==> src/rtl/i2cm_pkg.sv <==
package i2cm_pkg;
  // register byte offsets
  localparam logic [7:0] XFER_OFS   = 8'h00;
  localparam logic [7:0] CTRL_OFS   = 8'h04;
  localparam logic [7:0] STAT_OFS   = 8'h08;
  // transfer register fields
  localparam int DB0_LSB   = 24;
  localparam int DB1_LSB   = 16;
  localparam int DB2_LSB   = 8;
  localparam int RATE_BIT  = 4;
  localparam int W3BRA_BIT = 3;
  localparam int NOSTP_BIT = 2;
  localparam int NOS1B_BIT = 1;
  // control register fields
  localparam int HWEN_BIT  = 0;
  localparam int SWSCL_BIT = 1;
  localparam int SWSDA_BIT = 2;
  // status register fields
  localparam int DONE_BIT  = 0;
  localparam int ACKOK_BIT = 1;
  localparam int BUSY_BIT  = 2;
  localparam int SCLIN_BIT = 3;
  localparam int SDAIN_BIT = 4;
  // reset values
  localparam logic [2:0] CTRL_RST = 3'h7;
  localparam logic [23:0] DATA_RST = 24'h000000;
  // timing
  localparam int CLK_HZ  = 10000000;
  localparam int SLOW_HZ = 99200;
  localparam int FAST_HZ = 396800;
  localparam int QS_I = CLK_HZ / (4 * SLOW_HZ);
  localparam int QF_I = CLK_HZ / (4 * FAST_HZ);
  localparam logic [7:0] QTR_SLOW = 8'((QS_I < 1) ? 1 : QS_I);
  localparam logic [7:0] QTR_FAST = 8'((QF_I < 1) ? 1 : QF_I);
  localparam logic [3:0] ACK_IDX  = 4'h8;

  typedef struct packed {
    logic rate;
    logic w3bra;
    logic nostop;
    logic nos1b;
  } i2cm_ctl_t;

  typedef enum logic [2:0] {
    ST_IDLE, ST_START, ST_BIT, ST_STOP, ST_HOLD
  } i2cm_state_t;
endpackage : i2cm_pkg

==> src/rtl/i2cm_top.sv <==
// What this block does
// two selectable bit rates, slow or fast
// bit rate divided down from bus clock
// start: data falls while clock high
// stop: data rises while clock high
// data stable through clock high phase
// start only at cycle begin or after byte
// write sends start, two/three bytes, stop
// 24-bit field register shifted out MSB first
// first field bit zero picks direction
// read: address, one byte in, nack, stop
// completion raises interrupt to host
// ack status reports all acknowledges seen
// software mode drives pins directly
// suppress stop ends without stop
// software clears suppress stop at end
// clock held low between sequence steps
// single byte from first field, no start
// direction latched at start, reused later
// read ack bit follows byte-count control
// single-byte read fills third field only
// long writes continue without stop
// release data on ninth clock, sample ack
// new transfers ignored while busy
`timescale 1ns/10ps
`default_nettype none
module i2cm_top (
  // clock, reset, enable
  input  wire logic        pclk,
  input  wire logic        presetn,
  input  wire logic        ce,
  // apb slave
  input  wire logic        psel,
  input  wire logic        penable,
  input  wire logic        pwrite,
  input  wire logic [7:0]  paddr,
  input  wire logic [31:0] pwdata,
  output logic      [31:0] prdata,
  output logic             pready,
  output logic             pslverr,
  // two-wire pins
  input  wire logic        scl_i,
  output logic             scl_o,
  output logic             scl_oe,
  input  wire logic        sda_i,
  output logic             sda_o,
  output logic             sda_oe,
  // completion
  output logic             transfer_done_irq
);

////////////////////////////////////////////////////////////////////////////////
  logic [23:0]          sh_r;
  i2cm_pkg::i2cm_ctl_t  ctl_r;
  i2cm_pkg::i2cm_state_t st_r;
  logic [2:0]           ctrl_r;
  logic                 dir_r;
  logic                 done_r;
  logic                 ack_err_r;
  logic [7:0]           qcnt_r;
  logic [1:0]           q_r;
  logic [3:0]           bit_r;
  logic [1:0]           txb_r;
  logic                 rxn_r;
  logic [1:0]           scl_sy_r;
  logic [1:0]           sda_sy_r;
  logic                 scl_s;
  logic                 sda_s;
  logic                 acc;
  logic                 wr_xfer;
  logic                 wr_ctrl;
  logic                 wr_stat;
  logic                 busy;
  logic                 hw_en;
  logic                 start_ok;
  logic                 tick;
  logic                 stall;
  logic [7:0]           qlim;
  logic                 scl_low;
  logic                 sda_low;
  logic                 rx_cur;
  logic                 byte_end;
  logic                 last_byte;

  function automatic logic known_ofs(input logic [7:0] a);
    known_ofs = (a == i2cm_pkg::XFER_OFS) || (a == i2cm_pkg::CTRL_OFS) ||
                (a == i2cm_pkg::STAT_OFS);
  endfunction : known_ofs

////////////////////////////////////////////////////////////////////////////////
// pin synchronisers
  always_ff @(posedge pclk or negedge presetn) begin
    if (!presetn) begin
      scl_sy_r <= 2'h3;
      sda_sy_r <= 2'h3;
    end else if (ce) begin
      scl_sy_r <= {scl_sy_r[0], scl_i};
      sda_sy_r <= {sda_sy_r[0], sda_i};
    end
  end
  assign scl_s = scl_sy_r[1];
  assign sda_s = sda_sy_r[1];

////////////////////////////////////////////////////////////////////////////////
// apb slave: one wait state, then pready
  assign acc     = psel && penable && pready;
  assign wr_xfer = acc && pwrite && (paddr == i2cm_pkg::XFER_OFS);
  assign wr_ctrl = acc && pwrite && (paddr == i2cm_pkg::CTRL_OFS);
  assign wr_stat = acc && pwrite && (paddr == i2cm_pkg::STAT_OFS);
  assign hw_en   = ctrl_r[i2cm_pkg::HWEN_BIT];
  assign busy    = (st_r != i2cm_pkg::ST_IDLE) && (st_r != i2cm_pkg::ST_HOLD);
  assign start_ok = wr_xfer && hw_en && !busy;

  always_ff @(posedge pclk or negedge presetn) begin
    if (!presetn) begin
      pready  <= 1'b0;
      pslverr <= 1'b0;
      prdata  <= 32'h00000000;
    end else if (ce) begin
      if (psel && penable && !pready) begin
        pready  <= 1'b1;
        pslverr <= !known_ofs(paddr);
        prdata  <= 32'h00000000;
        if (!pwrite) begin
          if (paddr == i2cm_pkg::XFER_OFS) begin
            prdata <= {sh_r, 3'h0, ctl_r, 1'b0};
          end else if (paddr == i2cm_pkg::CTRL_OFS) begin
            prdata <= {29'h0, ctrl_r};
          end else if (paddr == i2cm_pkg::STAT_OFS) begin
            prdata <= {27'h0, sda_s, scl_s, busy, !ack_err_r, done_r};
          end
        end
      end else begin
        pready  <= 1'b0;
        pslverr <= 1'b0;
      end
    end
  end

  always_ff @(posedge pclk or negedge presetn) begin
    if (!presetn) begin
      ctrl_r <= i2cm_pkg::CTRL_RST;
    end else if (ce && wr_ctrl) begin
      ctrl_r <= pwdata[2:0];
    end
  end

////////////////////////////////////////////////////////////////////////////////
// bit timing
  assign qlim  = (ctl_r.rate ? i2cm_pkg::QTR_FAST : i2cm_pkg::QTR_SLOW) - 8'h01;
  assign stall = busy && (q_r == 2'h1) && !scl_s;
  assign tick  = (qcnt_r == qlim) && !stall;

  always_ff @(posedge pclk or negedge presetn) begin
    if (!presetn) begin
      qcnt_r <= 8'h00;
    end else if (ce) begin
      if (start_ok || !busy || tick) begin
        qcnt_r <= 8'h00;
      end else if (!stall) begin
        qcnt_r <= qcnt_r + 8'h01;
      end
    end
  end

  assign rx_cur    = (txb_r == 2'h0);
  assign byte_end  = (st_r == i2cm_pkg::ST_BIT) && tick && (q_r == 2'h3) &&
                     (bit_r == i2cm_pkg::ACK_IDX);
  assign last_byte = rx_cur || ((txb_r == 2'h1) && !rxn_r);

////////////////////////////////////////////////////////////////////////////////
// line levels per phase
  always_comb begin
    scl_low = 1'b0;
    sda_low = 1'b0;
    case (st_r)
      i2cm_pkg::ST_START: begin
        scl_low = (q_r == 2'h0) || (q_r == 2'h3);
        sda_low = q_r[1];
      end
      i2cm_pkg::ST_BIT: begin
        scl_low = (q_r == 2'h0) || (q_r == 2'h3);
        if (bit_r == i2cm_pkg::ACK_IDX) begin
          sda_low = rx_cur && ctl_r.w3bra; // see R19 see R22
        end else begin
          sda_low = !rx_cur && !sh_r[23]; // see R08
        end
      end
      i2cm_pkg::ST_STOP: begin
        scl_low = (q_r == 2'h0);
        sda_low = !q_r[1];
      end
      i2cm_pkg::ST_HOLD: begin
        scl_low = 1'b1;
        sda_low = 1'b0;
      end
      default: begin
        scl_low = 1'b0;
        sda_low = 1'b0;
      end
    endcase
  end

  // open drain: output level always low, enable pulls the line
  always_ff @(posedge pclk or negedge presetn) begin
    if (!presetn) begin
      scl_o  <= 1'b0;
      sda_o  <= 1'b0;
      scl_oe <= 1'b0;
      sda_oe <= 1'b0;
    end else if (ce) begin
      scl_o <= 1'b0;
      sda_o <= 1'b0;
      if (hw_en) begin
        scl_oe <= scl_low;
        sda_oe <= sda_low;
      end else begin
        scl_oe <= !ctrl_r[i2cm_pkg::SWSCL_BIT];
        sda_oe <= !ctrl_r[i2cm_pkg::SWSDA_BIT];
      end
    end
  end

////////////////////////////////////////////////////////////////////////////////
// sequencer
  always_ff @(posedge pclk or negedge presetn) begin
    if (!presetn) begin
      st_r  <= i2cm_pkg::ST_IDLE;
      q_r   <= 2'h0;
      bit_r <= 4'h0;
      txb_r <= 2'h0;
      rxn_r <= 1'b0;
    end else if (ce) begin
      if (!hw_en) begin
        st_r <= i2cm_pkg::ST_IDLE;
      end else if (start_ok) begin
        q_r   <= 2'h0;
        bit_r <= 4'h0;
        if (pwdata[i2cm_pkg::NOS1B_BIT]) begin
          st_r  <= i2cm_pkg::ST_BIT; // see R17
          txb_r <= dir_r ? 2'h0 : 2'h1;
          rxn_r <= dir_r;
        end else begin
          st_r  <= i2cm_pkg::ST_START;
          rxn_r <= pwdata[i2cm_pkg::DB0_LSB];
          if (pwdata[i2cm_pkg::DB0_LSB]) begin
            txb_r <= 2'h1;
          end else begin
            txb_r <= pwdata[i2cm_pkg::W3BRA_BIT] ? 2'h3 : 2'h2;
          end
        end
      end else if (tick) begin
        q_r <= q_r + 2'h1;
        if (q_r == 2'h3) begin
          case (st_r)
            i2cm_pkg::ST_START: begin
              st_r  <= i2cm_pkg::ST_BIT;
              bit_r <= 4'h0;
            end
            i2cm_pkg::ST_BIT: begin
              if (bit_r != i2cm_pkg::ACK_IDX) begin
                bit_r <= bit_r + 4'h1;
              end else begin
                bit_r <= 4'h0;
                if (rx_cur) begin
                  rxn_r <= 1'b0;
                end else begin
                  txb_r <= txb_r - 2'h1;
                end
                if (last_byte) begin
                  st_r <= ctl_r.nostop ? i2cm_pkg::ST_HOLD : i2cm_pkg::ST_STOP;
                end
              end
            end
            i2cm_pkg::ST_STOP: begin
              st_r <= i2cm_pkg::ST_IDLE;
            end
            default: begin
              st_r <= st_r;
            end
          endcase
        end
      end
    end
  end

////////////////////////////////////////////////////////////////////////////////
// data, direction and controls
  always_ff @(posedge pclk or negedge presetn) begin
    if (!presetn) begin
      sh_r  <= i2cm_pkg::DATA_RST;
      ctl_r <= '0;
      dir_r <= 1'b0;
    end else if (ce) begin
      if (wr_xfer && !busy) begin
        sh_r  <= pwdata[31:8];
        ctl_r <= pwdata[4:1];
        if (hw_en && !pwdata[i2cm_pkg::NOS1B_BIT]) begin
          dir_r <= pwdata[i2cm_pkg::DB0_LSB];
        end
      end else if ((st_r == i2cm_pkg::ST_BIT) && tick && (bit_r != i2cm_pkg::ACK_IDX)) begin
        if (rx_cur && (q_r == 2'h2)) begin
          sh_r[7:0] <= {sh_r[6:0], sda_s};
        end else if (!rx_cur && (q_r == 2'h3)) begin
          sh_r <= {sh_r[22:0], 1'b0};
        end
      end
    end
  end

////////////////////////////////////////////////////////////////////////////////
// acknowledge status and completion flag
  always_ff @(posedge pclk or negedge presetn) begin
    if (!presetn) begin
      ack_err_r <= 1'b0;
    end else if (ce) begin
      if (start_ok) begin
        ack_err_r <= 1'b0;
      end else if ((st_r == i2cm_pkg::ST_BIT) && tick && (q_r == 2'h2) &&
                   (bit_r == i2cm_pkg::ACK_IDX) && !rx_cur && sda_s) begin
        ack_err_r <= 1'b1; // see R22
      end
    end
  end

  always_ff @(posedge pclk or negedge presetn) begin
    if (!presetn) begin
      done_r <= 1'b0;
    end else if (ce) begin
      if ((byte_end && last_byte && ctl_r.nostop) ||
          ((st_r == i2cm_pkg::ST_STOP) && tick && (q_r == 2'h3))) begin
        done_r <= 1'b1;
      end else if (start_ok || (wr_stat && pwdata[i2cm_pkg::DONE_BIT])) begin
        done_r <= 1'b0;
      end
    end
  end

  always_ff @(posedge pclk or negedge presetn) begin
    if (!presetn) begin
      transfer_done_irq <= 1'b0;
    end else if (ce) begin
      transfer_done_irq <= done_r;
    end
  end

////////////////////////////////////////////////////////////////////////////////
// assertions
  property p_start_cond;
    @(posedge pclk) disable iff (!presetn)
      ($rose(sda_oe) && !scl_oe && hw_en && $past(hw_en)) |-> $past(st_r) == i2cm_pkg::ST_START;
  endproperty
  a_start_cond: assert property (p_start_cond) else $error("sda fell with scl high outside start");

  property p_stop_cond;
    @(posedge pclk) disable iff (!presetn)
      ($fell(sda_oe) && !scl_oe && hw_en && $past(hw_en)) |-> $past(st_r) == i2cm_pkg::ST_STOP;
  endproperty
  a_stop_cond: assert property (p_stop_cond) else $error("sda rose with scl high outside stop");

  property p_sda_stable;
    @(posedge pclk) disable iff (!presetn)
      (hw_en && !scl_oe && !$past(scl_oe) && st_r == i2cm_pkg::ST_BIT &&
       $past(st_r) == i2cm_pkg::ST_BIT) |-> $stable(sda_oe);
  endproperty
  a_sda_stable: assert property (p_sda_stable) else $error("sda moved during scl high");

  property p_hold_low;
    @(posedge pclk) disable iff (!presetn)
      (hw_en && st_r == i2cm_pkg::ST_HOLD && $past(st_r) == i2cm_pkg::ST_HOLD) |-> scl_oe;
  endproperty
  a_hold_low: assert property (p_hold_low) else $error("scl not held low in hold");

  property p_done_end;
    @(posedge pclk) disable iff (!presetn)
      $rose(done_r) |-> (st_r == i2cm_pkg::ST_IDLE || st_r == i2cm_pkg::ST_HOLD) ##1 transfer_done_irq;
  endproperty
  a_done_end: assert property (p_done_end) else $error("done not tied to transfer end");

  property p_busy_ignore;
    @(posedge pclk) disable iff (!presetn)
      (wr_xfer && busy && ce) |=> ($stable(ctl_r) && $stable(dir_r) &&
                                   !(st_r == i2cm_pkg::ST_START &&
                                     $past(st_r) != i2cm_pkg::ST_START));
  endproperty
  a_busy_ignore: assert property (p_busy_ignore) else $error("write accepted while busy");

  property p_dir_latch;
    @(posedge pclk) disable iff (!presetn)
      (start_ok && ce && !pwdata[i2cm_pkg::NOS1B_BIT]) |=> dir_r == $past(pwdata[i2cm_pkg::DB0_LSB]);
  endproperty
  a_dir_latch: assert property (p_dir_latch) else $error("direction not latched at start");

  property p_rate;
    @(posedge pclk) disable iff (!presetn)
      busy |-> qcnt_r <= qlim;
  endproperty
  a_rate: assert property (p_rate) else $error("quarter counter past its limit");

  property p_sw_pins;
    @(posedge pclk) disable iff (!presetn)
      (!hw_en && !$past(hw_en) && $past(ce)) |-> scl_oe == !$past(ctrl_r[i2cm_pkg::SWSCL_BIT]);
  endproperty
  a_sw_pins: assert property (p_sw_pins) else $error("scl not under software control");

  property p_rx_ack;
    @(posedge pclk) disable iff (!presetn)
      (hw_en && ce && st_r == i2cm_pkg::ST_BIT && bit_r == i2cm_pkg::ACK_IDX && rx_cur)
        |=> sda_oe == $past(ctl_r.w3bra);
  endproperty
  a_rx_ack: assert property (p_rx_ack) else $error("read ack level wrong");

  c_write_stop: cover property (@(posedge pclk) disable iff (!presetn)
    (st_r == i2cm_pkg::ST_STOP && !dir_r) ##1 st_r == i2cm_pkg::ST_IDLE);
  c_read_done: cover property (@(posedge pclk) disable iff (!presetn)
    $rose(done_r) && dir_r);
  c_hold: cover property (@(posedge pclk) disable iff (!presetn)
    $rose(st_r == i2cm_pkg::ST_HOLD));
  c_sw_mode: cover property (@(posedge pclk) disable iff (!presetn)
    !hw_en && $fell(scl_oe));

endmodule : i2cm_top
`default_nettype wire

==> config.mk <==
export PLATFORM = sky130hd
export DESIGN_NAME = i2cm_top
export DESIGN_NICKNAME = d
export VERILOG_FILES = /design/src/rtl/i2cm_pkg.sv /design/src/rtl/i2cm_top.sv
export SDC_FILE = /design/constraint.sdc
export NUM_CORES = 1
export LEC_CHECK = 0
export BUFFER_PORTS_ARGS = -buffer_cell sky130_fd_sc_hd__buf_2
export CAP_MARGIN = 20
export CORE_MARGIN = 4
export CORE_UTILIZATION = 59
export CTS_CLUSTER_SIZE = 12
export DETAILED_ROUTE_END_ITERATION = 10
export GPL_ROUTABILITY_DRIVEN = 1
export PLACE_DENSITY = 0.82
export SETUP_SLACK_MARGIN = 0.4
export SYNTH_ARGS = -nofsm -noshare
export SYNTH_HDL_FRONTEND = slang
export SYNTH_SLANG_ARGS = --single-unit
==> constraint.sdc <==
create_clock -name pclk -period 4.6 [get_ports pclk]
set_clock_uncertainty 0.05 [all_clocks]
set_input_delay 0.46 -clock pclk [delete_from_list [all_inputs] [get_ports pclk]]
set_output_delay 0.46 -clock pclk [all_outputs]
set_load 0.01 [all_outputs]
==> key figures <==
Run status
  – Outcome: completed

Yosys
  – Post-synth top area share: 46.7%
  – Xor and xnor area share after synthesis: under 10%
  – Syn avg cell area: 10.4 sq um
  – Post-synth cell types: 64
  – Post-synth ARST share: 100%
  – Post-synthesis sequential area ratio: 50.7%
  – Largest family of logic cells by synthesized area: simple AND/OR/NAND/NOR gates
  – Dominant synthesized flop cell: dfrtp_1
  – Yosys top cell by area: dfrtp_1
  – Number of enable flip-flop cells after synthesis: 0
  – Adder-Cell Fraction of Synth Area: 2.47%
  – Synthesized cell area: between 4000 and 5000 sq um
  – Simple-gate share of the synthesized area: approximately a fifth
  – Proportion of synthesized area in mux cells: 5.55%
  – Synth top area cells: dfrtp_1 (47%), nor2_1 (5.2%), a22o_1 (4.8%)
  – Compound-Gate Fraction of Synth Area: 16.6%
  – Synth Instances: approximately 440
  – Ys Warns: 0
  – Yosys reg bits: 92

Floorplanning
  – # IOs: 87
  – Initial Util: 61.8%
  – DIE WIDTH: 95.9 um
  – Core ar.: between 7000 and 8000 sq um
  – Die footprint: 9190 sq um
  – DIE HEIGHT: 95.9 um
  – Row cnt: 31

Worst hold path
  – Hold WC Path Type: in2async

Worst setup path
  – Worst path cell trace: nor3_1, and4_1, nand2_1, mux2_2
  – Crit start category: flop
  – Worst r2r src: st_r[0]$_DFFE_PN0P_
  – R2r setup slk: approximately 1.8 ns
  – WP buf/inv: 0
  – CP peak stage delay: 0.73 ns
  – Setup CP Type: reg2reg
  – Delay-heaviest family, CP: simple AND/OR/NAND/NOR gates
  – CP endpoint kind: flop
  – Worst EP arrival: 3.02 ns
  – Slowest-stage cell, CP: nand2_1
  – Worst Reg-to-Reg Cells: 4
  – Worst path required time: 4.80 ns
  – RR Endpoint: ctl_r[0]$_DFFE_PN0P_
  – Crit path max fanout: 28

Pwr
  – Worst VDD drop: 0.156 mV
  – PwrDens: 277 nW/um^2
  – Leak pwr: between 0.002 and 0.0025 uW

Placed design
  – Detail Placement HPWL: 7600 um
  – # placed instances: 597
  – Placed inst area: 4980 sq um
  – PortBufs: 78
  – GP Congestion: 0.917

Drt
  – WL final: approximately 11,000 um
  – Vias/cell: 6.06
  – Drt pass-1 iters: 4
  – Initial DRC Count: 212
  – Total number of vias: roughly 3.7k
  – Routed wire per std cell: 17.3 um
  – DRC Markers: 0
  – Post-route ant nets: 0

Global routing
  – Largest net degree at the start of global routing: 49
  – Vias in the first global route: 3,658
  – Global-route wire length before repair: around 18,000 um
  – GRT overflow: 0
  – All-layer global routing usage: between 20% and 30%
  – Initial antenna violation count: 0

Timing
  – Max-slew headroom: a little under 30%
  – Min Clock Period, post-route: 2.81 ns
  – Final hold vios: 0
  – Tightest Pin Transition: 1.05 ns
  – Fmax: 355 MHz
  – Final setup vio count: 0
  – RSZ-0062 raised after global routing: no
  – Setup TNS: 0 ns
  – Tcrit/Tclk final: 61.2%
  – Max Slew Vio Count: 0

Clocking
  – Max Root-Sink Buffers: 2
  – Clock-pin transition on the worst setup and hold timing paths: 0.10 ns
  – Post-CTS sizing: 0
  – Postcts setup bufs: 0
  – CTS tree: built
  – Cts hold-fix bufs: 0
  – CTS Buf Count: 9
  – Clk Latency, worst-skew pair: 0.37 ns
  – CTS Root Cell: clkbuf_8
  – CTS HTree Levels: 3
  – TritonCTS Sinks: just over 90

Finish
  – Fraction of layout cells with a size suffix above 1: around a quarter
  – # diodes: 0
  – Commonest non-fill, non-tap cells in the layout: dfrtp_1 (85), buf_2 (77), nor2_1 (63)
  – Post-Layout Cell Count: 613
  – Area growth, synth to finish: 13.4%
  – Multi-input combinational cell area: 2090 sq um
  – FF/Latch Area: 2310 sq um
  – Final Instance Area: 5170 sq um
  – Final #Nets: about 570
  – Leading cell type in the layout, fill and taps excluded: dfrtp_1
  – Fillers: 580

Job
  – Maxcap violations: 0
[sequential cells by signal (all words and copies together) (netlist names), 2 cells and up]
name / cells
qcnt_r: 8
ctl_r: 4
sh_r: 24
scl_sy_r: 2
bit_r: 4
q_r: 2
st_r: 3
prdata: 29
ctrl_r: 3
txb_r: 2
sda_sy_r: 2
[synthesized netlist by cell type (7+ instances only)]
master     n
a21oi_1   11
clkbuf_1  12
dfstp_2    7
xor2_1     7
ha_1       9
nand3_1   10
a22o_1    25
nand4_1   11
o21ai_0   17
inv_1     11
nand2b_1   7
nand2_1   31
nor3_1     7
o22ai_1   26
mux2_2    15
buf_2      7
and3b_1    8
dfrtp_1   85
nor2_1    63
[stage by stage]
step / power (uW) / setup WS, ns / hold WS (ns) / utilization (%)
finish: 1430 / 1.79 / 0.0300 / 70.1
global route: 1480 / 1.54 / 0.0562 / 70.1
CTS: 1440 / 1.76 / 0.0503 / 70.1
detailed placement: 919 / 1.54 / 0.427 / 67.5
global placement: 917 / 1.60 / 0.412 / 67.5
floorplan: 873 / 2.60 / 0.114 / -
[worst register-to-register path: stages (launching register included)]
cell,delay [ns]
dfrtp_1,0.54
nor3_1,0.34
and4_1,0.51
nand2_1,0.73
mux2_2,0.54
[how the worst max path moves through the flow]
stage	startpoint	to	slack, ns	depth (start not counted)
finish	st_r[0]$_DFFE_PN0P_	ctl_r[0]$_DFFE_PN0P_	1.79	4
detailed placement	paddr[5]	ctl_r[3]$_DFFE_PN0P_	1.54	5
floorplan	paddr[2]	dir_r$_DFFE_PN0P_	2.60	7
global route	st_r[0]$_DFFE_PN0P_	sh_r[7]$_DFFE_PN0P_	1.54	5
global placement	paddr[5]	ctl_r[2]$_DFFE_PN0P_	1.60	5
CTS	st_r[0]$_DFFE_PN0P_	ctl_r[0]$_DFFE_PN0P_	1.76	4
[layer usage]
layer / global-route usage (%) / up-vias / wire length (um)
li1: - / 1735 / -
met1: 35.0 / 1837 / 4580
met2: 39.8 / 130 / 5110
met3: 6.25 / 15 / 740
met4: 7.23 / 0 / 174
met5: 0 / - / 0
[layout make-up]
type	count	share of cell area (%)
Clock inverter	7	1.28
Clock buffer	9	2.40
Timing Repair Buffer	81	8.04
Sequential cell	92	44.7
Inverter	11	0.799
Tap cell	99	2.40
Multi-Input combinational cell	314	40.4
[cells by family (layout without fill, tap and decap cells)]
kind of cell	count (synthesis)	count (layout)
XOR/XNOR	8	8
buffers and inverters	37	108
other	1	5
multiplexers	23	23
AND/OR/NAND/NOR	164	164
flip-flops	92	92
adder cells (fa/ha/maj)	9	9
AO/OA/AOI/OAI	105	105
[where the power goes]
part	switching, uW	internal (uW)
combinational	49.7	27.4
sequential	7.31	819
clock	316	211
No activity file was read; power rests on OpenSTA's default activity.
